[src/design/cpu_status_map.vh]
// Purpose: constants for the core status word and configuration word block
// Assumes: 16-bit words carried in the low half of a 32-bit register bus word
// Notes:   bus offsets are byte addresses, one aligned word per register
`ifndef CPU_STATUS_MAP_VH
`define CPU_STATUS_MAP_VH

// register bus byte offsets
`define OFF_STATUS       4'h0
`define OFF_CONFIG       4'h4
`define OFF_SAVED        4'h8
`define OFF_CORE         4'hc

// status word bit positions
`define SW_CARRY         0
`define SW_TRACE         1
`define SW_LOW           2
`define SW_USER          3
`define SW_FLAG          5
`define SW_ZERO          6
`define SW_NEG           7
`define SW_LOCAL_IE      9
`define SW_PEND          10
`define SW_GLOBAL_IE     11

// configuration word bit positions
`define CF_ENTRY_WIDTH   8
`define CF_NARROW        9

// reset values and writable masks
`define SW_RESET         16'h0200
`define CF_RESET         16'h0000
`define SW_WMASK         16'h0eef
`define CF_WMASK         16'h0300

// bus responses
`define RESP_OKAY        2'h0
`define RESP_SLVERR      2'h2

// branch condition codes
`define CC_EQ            4'h0
`define CC_NE            4'h1
`define CC_CS            4'h2
`define CC_CC            4'h3
`define CC_HI            4'h4
`define CC_LS            4'h5
`define CC_GT            4'h6
`define CC_LE            4'h7
`define CC_FS            4'h8
`define CC_FC            4'h9
`define CC_LO            4'ha
`define CC_HS            4'hb
`define CC_LT            4'hc
`define CC_GE            4'hd
`define CC_UC            4'he

`endif

[src/design/cpu_status_config_regs.v]
// Purpose: core status word and configuration word with their side effects
// Assumes: core event strobes are one-cycle pulses on aclk
// Notes:   registers reached over an AXI4-Lite slave, 16 bits in low half
//
// How it works
// - carry set on add/sub carry or borrow
// - trace raises step trap, not in handler
// - pending copies trace at start, trap at end
// - low flag from unsigned compare
// - negative flag from signed compare
// - zero flag when compared operands equal
// - add/sub overflow goes to general flag
// - user bit selects user stack pointer
// - exception taken clears user bit
// - user-mode user stack access raises illegal trap
// - maskable irq needs local and global enables
// - unmask sets, mask clears local enable
// - interrupt clears global enable, return sets it
// - branches decide from five status flags
// - reset clears status, local enable set
// - warm reset saves old status word
// - bits 4, 8 zero; 12-15 reserved
// - flags change only on affecting events
// - reset clears whole configuration word
// - entry width bit sets dispatch entry size
// - narrow bit pairs 16-bit registers
// - pairs put low half in lower register
//
// Implementation choices: the placing of the registers and the AXI4-Lite slave port.
`include "cpu_status_map.vh"
module cpu_status_config_regs #(
  parameter W  = 16,
  parameter VW = 8
) (
  // clock and reset
  input  wire          aclk,
  input  wire          aresetn,
  input  wire          warm_reset,
  // register bus write address / data / response
  input  wire [31:0]   awaddr,
  input  wire [2:0]    awprot,
  input  wire          awvalid,
  output reg           awready_r,
  input  wire [31:0]   wdata,
  input  wire [3:0]    wstrb,
  input  wire          wvalid,
  output reg           wready_r,
  output reg  [1:0]    bresp_r,
  output reg           bvalid_r,
  input  wire          bready,
  // register bus read
  input  wire [31:0]   araddr,
  input  wire [2:0]    arprot,
  input  wire          arvalid,
  output reg           arready_r,
  output reg  [31:0]   rdata_r,
  output reg  [1:0]    rresp_r,
  output reg           rvalid_r,
  input  wire          rready,
  // arithmetic and comparison events
  input  wire          alu_done,
  input  wire          alu_sub,
  input  wire [W-1:0]  alu_a,
  input  wire [W-1:0]  alu_b,
  input  wire          cmp_done,
  input  wire [W-1:0]  cmp_first,
  input  wire [W-1:0]  cmp_second,
  // instruction sequencing
  input  wire          instr_start,
  input  wire          instr_end,
  input  wire          exc_take,
  input  wire          irq_take,
  input  wire          exc_return,
  input  wire          irq_return,
  input  wire          irq_unmask_instr,
  input  wire          irq_mask_instr,
  input  wire          jump_to_user_instr,
  input  wire          usp_access,
  // interrupt requests
  input  wire          irq_request,
  input  wire          nmi_request,
  // branch decision
  input  wire          br_valid,
  input  wire [3:0]    br_cond,
  // register pair and dispatch inputs
  input  wire [W-1:0]  pair_lo_word,
  input  wire [W-1:0]  pair_hi_word,
  input  wire [2*W-1:0] wide_reg_word,
  input  wire          pair_uses_wide,
  input  wire [VW-1:0] vec_index,
  // status outputs
  output reg  [W-1:0]  status_word_r,
  output reg  [W-1:0]  config_word_r,
  output reg  [W-1:0]  saved_r2_r,
  output reg           saved_r2_valid_r,
  output reg           user_stack_sel_r,
  output reg           step_trap_r,
  output reg           illegal_op_trap_r,
  output reg           irq_accept_r,
  output reg           nmi_accept_r,
  output reg           branch_take_r,
  output reg  [2*W-1:0] pair_value_r,
  output reg  [VW+1:0] dispatch_offset_r
);
  // write channel holding registers and the handler-active flag
  reg [3:0]    awaddr_r;
  reg          aw_held_r;
  reg [W-1:0]  wdata_r;
  reg [1:0]    wstrb_r;
  reg          w_held_r;
  reg          handler_active_r;

  wire         wr_fire;
  wire [W-1:0] wr_lanes;
  wire         f_carry;
  wire         f_ovf;
  wire         f_low;
  wire         f_neg;
  wire         f_zero;
  wire         br_take;
  wire         ar_fire;
  reg  [W-1:0] sw_nxt;
  reg  [W-1:0] cf_nxt;
  reg  [31:0]  rd_mux;
  reg  [1:0]   rd_resp;

  flag_calc #(
    .W (W)
  ) u_flags (
    .alu_a      (alu_a),
    .alu_b      (alu_b),
    .alu_sub    (alu_sub),
    .cmp_first  (cmp_first),
    .cmp_second (cmp_second),
    .carry      (f_carry),
    .overflow   (f_ovf),
    .low        (f_low),
    .neg        (f_neg),
    .zero       (f_zero)
  );

  cond_eval u_cond (
    .cond    (br_cond),
    .f_zero  (status_word_r[`SW_ZERO]),
    .f_carry (status_word_r[`SW_CARRY]),
    .f_low   (status_word_r[`SW_LOW]),
    .f_neg   (status_word_r[`SW_NEG]),
    .f_flag  (status_word_r[`SW_FLAG]),
    .take    (br_take)
  );

  // write takes effect once both address and data are held
  assign wr_fire  = aw_held_r & w_held_r & ~bvalid_r;
  assign wr_lanes = {{(W/2){wstrb_r[1]}}, {(W/2){wstrb_r[0]}}};
  assign ar_fire  = arvalid & arready_r;

  // status word next value: software write first, hardware events after,
  // so an event in the cycle of a write is never lost
  always @* begin
    sw_nxt = status_word_r;
    if (wr_fire && awaddr_r == `OFF_STATUS) begin
      sw_nxt = (status_word_r & ~(wr_lanes & `SW_WMASK))
             | (wdata_r & wr_lanes & `SW_WMASK);
    end
    if (alu_done) begin
      sw_nxt[`SW_CARRY] = f_carry;
      sw_nxt[`SW_FLAG]  = f_ovf;
    end
    if (cmp_done) begin
      sw_nxt[`SW_LOW]  = f_low;
      sw_nxt[`SW_NEG]  = f_neg;
      sw_nxt[`SW_ZERO] = f_zero;
    end
    if (instr_start) begin
      sw_nxt[`SW_PEND] = status_word_r[`SW_TRACE] & ~handler_active_r;
    end else if (instr_end && status_word_r[`SW_PEND]) begin
      sw_nxt[`SW_PEND] = 1'b0;
    end
    if (irq_unmask_instr) begin
      sw_nxt[`SW_LOCAL_IE] = 1'b1;
    end else if (irq_mask_instr) begin
      sw_nxt[`SW_LOCAL_IE] = 1'b0;
    end
    if (jump_to_user_instr) begin
      sw_nxt[`SW_USER] = 1'b1;
    end
    if (irq_return) begin
      sw_nxt[`SW_GLOBAL_IE] = 1'b1;
    end
    if (irq_take) begin
      sw_nxt[`SW_GLOBAL_IE] = 1'b0;
    end
    if (exc_take || irq_take) begin
      sw_nxt[`SW_USER] = 1'b0;
    end
    sw_nxt = sw_nxt & `SW_WMASK;
  end

  // configuration word next value
  always @* begin
    cf_nxt = config_word_r;
    if (wr_fire && awaddr_r == `OFF_CONFIG) begin
      cf_nxt = (config_word_r & ~(wr_lanes & `CF_WMASK))
             | (wdata_r & wr_lanes & `CF_WMASK);
    end
  end

  // read mux, unmapped addresses answer with an error
  always @* begin
    rd_mux  = 32'h0000_0000;
    rd_resp = `RESP_OKAY;
    case (araddr[3:0])
      `OFF_STATUS: rd_mux = {16'h0000, status_word_r};
      `OFF_CONFIG: rd_mux = {16'h0000, config_word_r};
      `OFF_SAVED:  rd_mux = {15'h0, saved_r2_valid_r, saved_r2_r};
      `OFF_CORE:   rd_mux = {30'h0, handler_active_r, user_stack_sel_r};
      default:     rd_resp = `RESP_SLVERR;
    endcase
    if (araddr[31:4] != 28'h000_0000) begin
      rd_resp = `RESP_SLVERR;
    end
  end

  // register bus write path
  always @(posedge aclk) begin
    if (!aresetn) begin
      awaddr_r  <= 4'h0;
      aw_held_r <= 1'b0;
      awready_r <= 1'b1;
      wdata_r   <= 16'h0000;
      wstrb_r   <= 2'h0;
      w_held_r  <= 1'b0;
      wready_r  <= 1'b1;
      bvalid_r  <= 1'b0;
      bresp_r   <= `RESP_OKAY;
    end else begin
      if (awvalid && awready_r) begin
        // upper address bits fold into an out-of-range code
        awaddr_r  <= (awaddr[31:4] != 28'h000_0000) ? 4'h1 : awaddr[3:0];
        aw_held_r <= 1'b1;
        awready_r <= 1'b0;
      end
      if (wvalid && wready_r) begin
        wdata_r  <= wdata[15:0];
        wstrb_r  <= wstrb[1:0];
        w_held_r <= 1'b1;
        wready_r <= 1'b0;
      end
      if (wr_fire) begin
        aw_held_r <= 1'b0;
        w_held_r  <= 1'b0;
        bvalid_r  <= 1'b1;
        bresp_r   <= (awaddr_r == `OFF_STATUS || awaddr_r == `OFF_CONFIG) ?
                     `RESP_OKAY : `RESP_SLVERR;
      end
      if (bvalid_r && bready) begin
        bvalid_r  <= 1'b0;
        awready_r <= 1'b1;
        wready_r  <= 1'b1;
      end
    end
  end

  // register bus read path
  always @(posedge aclk) begin
    if (!aresetn) begin
      arready_r <= 1'b1;
      rvalid_r  <= 1'b0;
      rdata_r   <= 32'h0000_0000;
      rresp_r   <= `RESP_OKAY;
    end else begin
      if (ar_fire) begin
        arready_r <= 1'b0;
        rvalid_r  <= 1'b1;
        rdata_r   <= rd_mux;
        rresp_r   <= rd_resp;
      end else if (rvalid_r && rready) begin
        rvalid_r  <= 1'b0;
        arready_r <= 1'b1;
      end
    end
  end

  // status and configuration words, warm reset restarts both
  always @(posedge aclk) begin
    if (!aresetn) begin
      status_word_r    <= `SW_RESET;
      config_word_r    <= `CF_RESET;
      saved_r2_r       <= 16'h0000;
      saved_r2_valid_r <= 1'b0;
      handler_active_r <= 1'b0;
    end else if (warm_reset) begin
      saved_r2_r       <= status_word_r;
      saved_r2_valid_r <= 1'b1;
      status_word_r    <= `SW_RESET;
      config_word_r    <= `CF_RESET;
      handler_active_r <= 1'b0;
    end else begin
      status_word_r <= sw_nxt;
      config_word_r <= cf_nxt;
      // nested handlers are not counted: one return ends suppression
      if (exc_take || irq_take) begin
        handler_active_r <= 1'b1;
      end else if (exc_return || irq_return) begin
        handler_active_r <= 1'b0;
      end
    end
  end

  // core-facing strobes and derived values
  always @(posedge aclk) begin
    if (!aresetn || warm_reset) begin
      user_stack_sel_r  <= 1'b0;
      step_trap_r       <= 1'b0;
      illegal_op_trap_r <= 1'b0;
      irq_accept_r      <= 1'b0;
      nmi_accept_r      <= 1'b0;
      branch_take_r     <= 1'b0;
      pair_value_r      <= 32'h0000_0000;
      dispatch_offset_r <= {(VW+2){1'b0}};
    end else begin
      user_stack_sel_r  <= sw_nxt[`SW_USER];
      step_trap_r       <= instr_end & ~instr_start & status_word_r[`SW_PEND]
                           & ~handler_active_r;
      illegal_op_trap_r <= usp_access & status_word_r[`SW_USER];
      irq_accept_r      <= irq_request & status_word_r[`SW_LOCAL_IE]
                           & status_word_r[`SW_GLOBAL_IE];
      nmi_accept_r      <= nmi_request;
      branch_take_r     <= br_valid & br_take;
      // wide registers are single operands only outside the narrow mode
      if (pair_uses_wide && !config_word_r[`CF_NARROW]) begin
        pair_value_r <= wide_reg_word;
      end else begin
        pair_value_r <= {pair_hi_word, pair_lo_word};
      end
      // base address stays outside, only the entry offset scales
      if (config_word_r[`CF_ENTRY_WIDTH]) begin
        dispatch_offset_r <= {vec_index, 2'b00};
      end else begin
        dispatch_offset_r <= {1'b0, vec_index, 1'b0};
      end
    end
  end
endmodule // cpu_status_config_regs

[src/design/flag_calc.v]
// Purpose: arithmetic and comparison flag values for one operation
// Assumes: operands arrive from logic on the core clock
// Notes:   purely combinational, the caller decides when flags are kept
module flag_calc #(
  parameter W = 16
) (
  // add / subtract operands
  input  wire [W-1:0] alu_a,
  input  wire [W-1:0] alu_b,
  input  wire         alu_sub,
  // comparison operands
  input  wire [W-1:0] cmp_first,
  input  wire [W-1:0] cmp_second,
  // results
  output wire         carry,
  output wire         overflow,
  output wire         low,
  output wire         neg,
  output wire         zero
);
  wire [W:0]   sum;
  wire [W-1:0] b_eff;

  assign b_eff    = alu_sub ? ~alu_b : alu_b;
  assign sum      = {1'b0, alu_a} + {1'b0, b_eff} + {{W{1'b0}}, alu_sub};
  // borrow is the inverse of the two's complement carry out
  assign carry    = alu_sub ? ~sum[W] : sum[W];
  assign overflow = (alu_a[W-1] == b_eff[W-1]) && (sum[W-1] != alu_a[W-1]);
  assign low      = cmp_second < cmp_first;
  assign neg      = $signed(cmp_second) < $signed(cmp_first);
  assign zero     = cmp_second == cmp_first;
endmodule // flag_calc

[src/design/cond_eval.v]
// Purpose: decides a conditional branch from the status flags
// Assumes: condition codes as named in the map header
// Notes:   code 4'hf and unknown codes never branch
`include "cpu_status_map.vh"
module cond_eval (
  // condition and flags
  input  wire [3:0] cond,
  input  wire       f_zero,
  input  wire       f_carry,
  input  wire       f_low,
  input  wire       f_neg,
  input  wire       f_flag,
  // decision
  output reg        take
);
  always @* begin
    case (cond)
      `CC_EQ: take = f_zero;
      `CC_NE: take = ~f_zero;
      `CC_CS: take = f_carry;
      `CC_CC: take = ~f_carry;
      `CC_HI: take = f_low;
      `CC_LS: take = ~f_low;
      `CC_GT: take = f_neg;
      `CC_LE: take = ~f_neg;
      `CC_FS: take = f_flag;
      `CC_FC: take = ~f_flag;
      `CC_LO: take = ~f_low & ~f_zero;
      `CC_HS: take = f_low | f_zero;
      `CC_LT: take = ~f_neg & ~f_zero;
      `CC_GE: take = f_neg | f_zero;
      `CC_UC: take = 1'b1;
      default: take = 1'b0;
    endcase
  end
endmodule // cond_eval

[config.mk]
export PLATFORM = sky130hd
export DESIGN_NAME = cpu_status_config_regs
export DESIGN_NICKNAME = d
export VERILOG_FILES = /design/src/design/cpu_status_config_regs.v /design/src/design/flag_calc.v /design/src/design/cond_eval.v
export VERILOG_INCLUDE_DIRS = /design/src /design/src/design
export SDC_FILE = /design/constraint.sdc
export NUM_CORES = 1
export LEC_CHECK = 0
export BUFFER_PORTS_ARGS = -buffer_cell sky130_fd_sc_hd__buf_2
export CAP_MARGIN = 20
export CORE_AREA = 2 2 159 161
export CTS_BUF_LIST = sky130_fd_sc_hd__clkbuf_8 sky130_fd_sc_hd__clkbuf_16
export DETAILED_ROUTE_END_ITERATION = 16
export DIE_AREA = 0 0 161 163
export PLACE_DENSITY_LB_ADDON = 0.2
export SKIP_LAST_GASP = 1
export SYNTH_ARGS = -nofsm -noshare
export SYNTH_HDL_FRONTEND = slang
export SYNTH_SLANG_ARGS = --single-unit
[constraint.sdc]
create_clock -name aclk -period 3.4 [get_ports aclk]
set_clock_uncertainty 0.05 [all_clocks]
set_input_delay 0.34 -clock aclk [delete_from_list [all_inputs] [get_ports aclk]]
set_output_delay 0.34 -clock aclk [all_outputs]
set_load 0.1 [all_outputs]
## Yosys cells after proc, flatten, opt, wreduce, memory -nomap -nowiden

Index checks and enable logic that the tools add are counted.

| word-level totals | value |
|---|---|
| input port bits | 271 |
| bits in writable memories | 0 |
| bits in latches | 0 |
| word-level logic and storage cells | 155 |
| ROM bits | 0 |
| output and inout bits | 138 |
| register bits after elaboration | 153 |
| memories kept | 0 |

| cells by class | value |
|---|---|
| eq/ne operators | 21 |
| $mul | 0 |
| magnitude comparators | 2 |
| shift-type cells | 0 |
| add/subtract/negate cells | 2 |
| bitwise logic cells | 34 |
| reduce and logical (&&, ||, !) cells | 35 |
| multiplexer cells | 27 |
| div/mod/pow operators | 0 |

Operator list:

| kind | number |
|---|---|
| 17-bit case mux with 4 select lines | 1 |
| 28-bit nonzero test | 2 |
| 4-bit == test, second input constant | 9 |
| 16-bit < comparator | 2 |
| 32-bit 2-to-1 mux | 1 |
| 12-bit AND | 2 |
| 4-bit by 3-bit == test with 1-bit output, second input constant | 6 |
| 16-bit by 16-bit adder with 17-bit output | 1 |
| 17-bit by 1-bit adder with 17-bit output | 1 |
| 16-bit AND | 1 |
| 16-bit == test | 1 |
| 1-bit 2-to-1 mux | 16 |
| 16-bit 2-to-1 mux | 1 |
| 10-bit NOT with 16-bit output | 1 |
| 16-bit NOT | 1 |
| 16-bit by 10-bit OR with 16-bit output | 1 |
| 1-bit case mux with 15 select lines | 1 |
| 1-bit AND | 13 |
| 4-bit logical NOT | 3 |
| 12-bit 2-to-1 mux | 1 |
| 12-bit NOT | 1 |
| 12-bit OR | 1 |
| 2-bit nonzero test | 6 |
| 1-bit NOT | 11 |
| other kinds (15) | 37 |

## Longest topological paths before layout

| logic depth | value |
|---|---|
| depth after elaboration | 7 |
| gate-level depth with buffers | 10 |
| mapped depth without buffers | 8 |

## Hierarchy

Synthesis repeated with hierarchy kept, for this count alone.

| second synthesis, totals | value |
|---|---|
| cell total of the unflattened synthesis | 679 |
| area total of the unflattened synthesis | 5726.7 um^2 |

By module, submodules not included:

| module | cells an instance | area each (um^2) | sequential area each (um^2) | times used |
|---|---|---|---|---|
| cpu_status_config_regs | 530 | 4560.6 | 2162.1 | 1 |
| flag_calc | 124 | 985.9 | 0.0 | 1 |
| cond_eval | 25 | 180.2 | 0.0 | 1 |

## Worst setup path before layout

Ideal clock, no wire load.

| timing | value |
|---|---|
| kind | input port to flip-flop |
| start | input alu_sub |
| end | register status_word_r[5] |
| stages | 10 |
| required time | 3.234 ns |
| path slack | 1.100 ns |
| path buffers | 2 |
| library setup time | 0.116 ns |
| data arrival time | 2.134 ns |
| cell sequence | buf_4 buf_2 xor2_1 ha_1 a21oi_1 o21ai_0 a221oi_1 o211ai_1 xor2_1 a41o_1 |

| between the ends | value |
|---|---|
| longest elaborated chain between the ends | 6 |
| elaborated cells on any way between the ends | 7 |
| classes of those cells | add/sub (2); eq/ne (2); mux (2); reduce/logical (1) |

Ends and longest elaborated chain:

| element | RTL line | text |
|---|---|---|
| start, declared | cpu_status_config_regs.v:62 | `input wire alu_sub,` |
| 16-bit 2-to-1 mux | flag_calc.v:24 | `assign b_eff = alu_sub ? ~alu_b : alu_b;` |
| 16-bit by 16-bit adder with 17-bit output | flag_calc.v:25 | `assign sum = {1'b0, alu_a} + {1'b0, b_eff} + {{W{1'b0}}, alu_sub};` |
| 17-bit by 1-bit adder with 17-bit output | flag_calc.v:25 |  |
| 1-bit != test | flag_calc.v:28 | `assign overflow = (alu_a[W-1] == b_eff[W-1]) && (sum[W-1] != alu_a[W-1]);` |
| 1-bit logical AND * | flag_calc.v:28 |  |
| 1-bit 2-to-1 mux * | cpu_status_config_regs.v:165 | `if (alu_done) begin` |
| end signal, assigned | cpu_status_config_regs.v:287 | `` status_word_r <= `SW_RESET; `` |
| end signal, assigned | cpu_status_config_regs.v:295 | `` status_word_r <= `SW_RESET; `` |
| end signal, assigned | cpu_status_config_regs.v:299 | `status_word_r <= sw_nxt;` |
| end, declared | cpu_status_config_regs.v:92 | `output reg [W-1:0] status_word_r,` |

Every way passes the cells marked *; elsewhere a longest branch is shown, timed or not.
A chain may end at the register's enable or synchronous reset.

## Worst setup path after layout

Ends and elaborated chain as after synthesis.

==> impl_metrics.json <==
{
  "period_share_pct": 63.4,
  "tns_ns": 0,
  "leakagePower_nw": 3.97,
  "viasPerCell": 4.14,
  "dieArea_um2": 26200,
  "crit_fanout": 19,
  "postSynthAreaPerCell_um2": 8.45,
  "io_buffers": 330,
  "place_hpwl_um": 14500,
  "endpoint_kind": "flop",
  "p_sw_share_pct": 36.9,
  "maxCapViolCount": 0,
  "grt_max_degree": 50,
  "setup_viol": 0,
  "firstDrtPassIters": 4,
  "drcViolationCount": 0,
  "worst_setup_path_start_kind": "primary input",
  "syn-cell-area_um2": 5670,
  "fin_nets": 1284,
  "comb_power_share_pct": 28.1,
  "clkLatencyLatePin_ns": 0.35,
  "root_buffer": "clkbuf_16",
  "start_util_pct": 23.0,
  "htreeDepth": 3,
  "ys_types": 48,
  "drtAntennaViolNets": 0,
  "p_clk_share_pct": 32.6,
  "clock-sinks": 108,
  "postCtsSetupRepairBufs": 0,
  "antenna_found_initial": 4,
  "vias": 5467,
  "wl_per_cell_um": 13.9,
  "synth_edf_count": 0,
  "placed_cells": 1301,
  "ys_ff_latch": 108,
  "final_common_cell": "buf_2",
  "worst_pin_slew_ns": 0.723,
  "async_flop_share_pct": 0,
  "seq_power_share_pct": 39.3,
  "status": "finished clean",
  "fmax_mhz": 464,
  "routed_wl_um": 18300,
  "finalCriticalPeriod_ns": 2.15,
  "place.gp.congestion": 0.765,
  "finalHoldViolCount": 0,
  "ys_seq_area_share_pct": 38.1,
  "layout-drive-gt1-share_pct": 37.2,
  "postCtsHoldBufs": 0,
  "clkTransAtPathRegs_ns": 0.08,
  "rows": 58,
  "io_pins": 409,
  "fin_cells": 1319,
  "die_w_um": 161,
  "drtIter0Drc": 171,
  "slew_violations": 0,
  "cts_buffers": 9,
  "grt_setup_unrepaired": "false",
  "core-area_um2": 24700,
  "cts_tree": "yes",
  "syn2layout_area_growth_pct": 36.7,
  "grt_overflow": 0,
  "maxSlewHeadroom_pct": 51.7,
  "clockBufferDepth": 2,
  "post_cts_resized": 0,
  "p_sw_mw": 1.26,
  "power.total_mw": 3.40,
  "cp.required_ns": 3.60,
  "grtUsageTotal_pct": 13.5,
  "ys.warnings.count": 0,
  "hold_path_class": "primary input to flop",
  "synth-main-ff-cell": "dfxtp_1",
  "power_density_nw_per_um2": 439,
  "critPathKind": "primary input to flop",
  "p_int_mw": 2.15,
  "grt_pass1_vias": 5182,
  "die_h_um": 163,
  "netlist_instances": 671,
  "ir_drop_mv": 0.249,
  "crit_arrival_ns": 2.35,
  "mostFrequentLayoutCells": "buf_2 (330), nand2_1 (115), dfxtp_1 (108)",
  "grt_pass1_wl_um": 27800
}
## power by group through the flow
stage	Combinational (mW)	Clock, mW	Sequential (mW)
3_5_place_dp	0.963	0	1.37
6_report	0.956	1.11	1.34
5_1_grt	1.02	1.21	1.35
3_3_place_gp	0.959	0	1.37
4_1_cts	0.966	1.17	1.34
2_1_floorplan	0.535	0	1.59
## registers in the layout (all words and copies together), names as in the netlist, 2 cells and up, named ones only
signal / count
status_word_r: 9
pair_value_r: 32
awaddr_r: 4
wdata_r: 11
saved_r2_r: 10
wstrb_r: 2
dispatch_offset_r: 9
rdata_r: 12
## synth_stat cells (2+ instances only)
| master | n | area share (%) |
|---|---|---|
| nand2_1 | 115 | 7.6 |
| dfxtp_1 | 108 | 38 |
| buf_4 | 56 | 7.4 |
| a21oi_1 | 53 | 4.7 |
| mux2i_1 | 35 | 6.2 |
| ha_1 | 31 | 6.8 |
| o21ai_0 | 29 | 2.6 |
| clkbuf_1 | 26 | 1.7 |
| nor2_1 | 26 | 1.7 |
| inv_1 | 23 | 1.5 |
| nor2b_1 | 21 | 2.3 |
| xor2_1 | 18 | 2.8 |
| a21boi_0 | 16 | 2.1 |
| nor4_1 | 15 | 1.7 |
| and2_1 | 12 | 1.3 |
| nand2b_1 | 10 | 1.1 |
| nand3_1 | 9 | 0.79 |
| nand4_1 | 8 | 0.88 |
| a22oi_1 | 7 | 0.93 |
| mux2_2 | 6 | 1.2 |
| a21o_1 | 5 | 0.66 |
| a211oi_1 | 4 | 0.53 |
| and3_1 | 4 | 0.44 |
| nor3_1 | 4 | 0.35 |
| a31oi_1 | 2 | 0.22 |
| buf_2 | 2 | 0.18 |
| nor3b_1 | 2 | 0.26 |
| o2111ai_1 | 2 | 0.31 |
| o211ai_1 | 2 | 0.26 |
| or4_1 | 2 | 0.26 |
## layout make-up
class | instances | area, um2
Tap cell | 330 | 413
Timing Repair Buffer | 337 | 1700
Inverter | 23 | 86.3
Clock inverter | 6 | 68.8
Clock buffer | 10 | 239
Antenna cell | 2 | 5.00
Fill cell | 2703 | 16900
Sequential cell | 108 | 2160
Multi-Input combinational cell | 503 | 3080
## worst max-delay path, cell delays in order
cell and delay [ns]:
buf_2 0.38, xor2_1 0.19, ha_1 0.27, a21oi_1 0.15, nand2_1 0.07, a221oi_1 0.31, o211ai_1 0.21, xor2_1 0.18
a41o_1 0.24
## worst paths after layout
path | from | end | slack (ns) | cells after the start
worst max-delay path | alu_sub | status_word_r[5]$_SDFFE_PP0P_ | 1.25 | 9
worst min register to register | wdata_r[0]$_SDFFE_PN0P_ | wdata_r[0]$_SDFFE_PN0P_ | 0.41 | 2
worst max register to register | bvalid_r$_SDFFE_PP0P_ | status_word_r[6]$_SDFFE_PP0P_ | 1.41 | 6
worst min-delay path | instr_start | step_trap_r$_SDFF_PP0_ | 0.13 | 2
## metal layers
layer | track usage, % | vias up | wire length (um)
met5 | 0 | - | 27
met4 | 2.92 | 4 | 235
met3 | 4.18 | 17 | 1360
met2 | 22.9 | 195 | 8820
met1 | 16.8 | 2432 | 7900
li1 | - | 2819 | -
## logic make-up (layout without fill, tap and decap cells)
| kind of cell | Yosys count | in the layout | share of synthesized area, % |
|---|---|---|---|
| and+or+nand+nor | 237 | 237 | 20.6 |
| AOI/OAI and AO/OA | 127 | 127 | 13.3 |
| DFF | 108 | 108 | 38.1 |
| buffers and inverters | 108 | 376 | 10.9 |
| muxes | 41 | 41 | 7.37 |
| adders and majority gates | 31 | 31 | 6.84 |
| xor gates and xnor gates | 18 | 18 | 2.78 |
| other | 1 | 51 | 0.0661 |
## stage by stage
step / util [%] / setup slack (ns) / hold WS [ns] / area [um2]
final: 31.4 / 1.25 / 0.131 / 7760
after global placement: 30.2 / 0.836 / 0.403 / 7440
after detailed placement: 30.2 / 0.858 / 0.405 / 7440
after floorplan: - / 1.10 / 0.368 / 5850
after global routing: 31.4 / 1.03 / 0.108 / 7750
after CTS: 31.4 / 1.24 / 0.109 / 7750
Note: power is estimated with default switching activity, not from simulation.
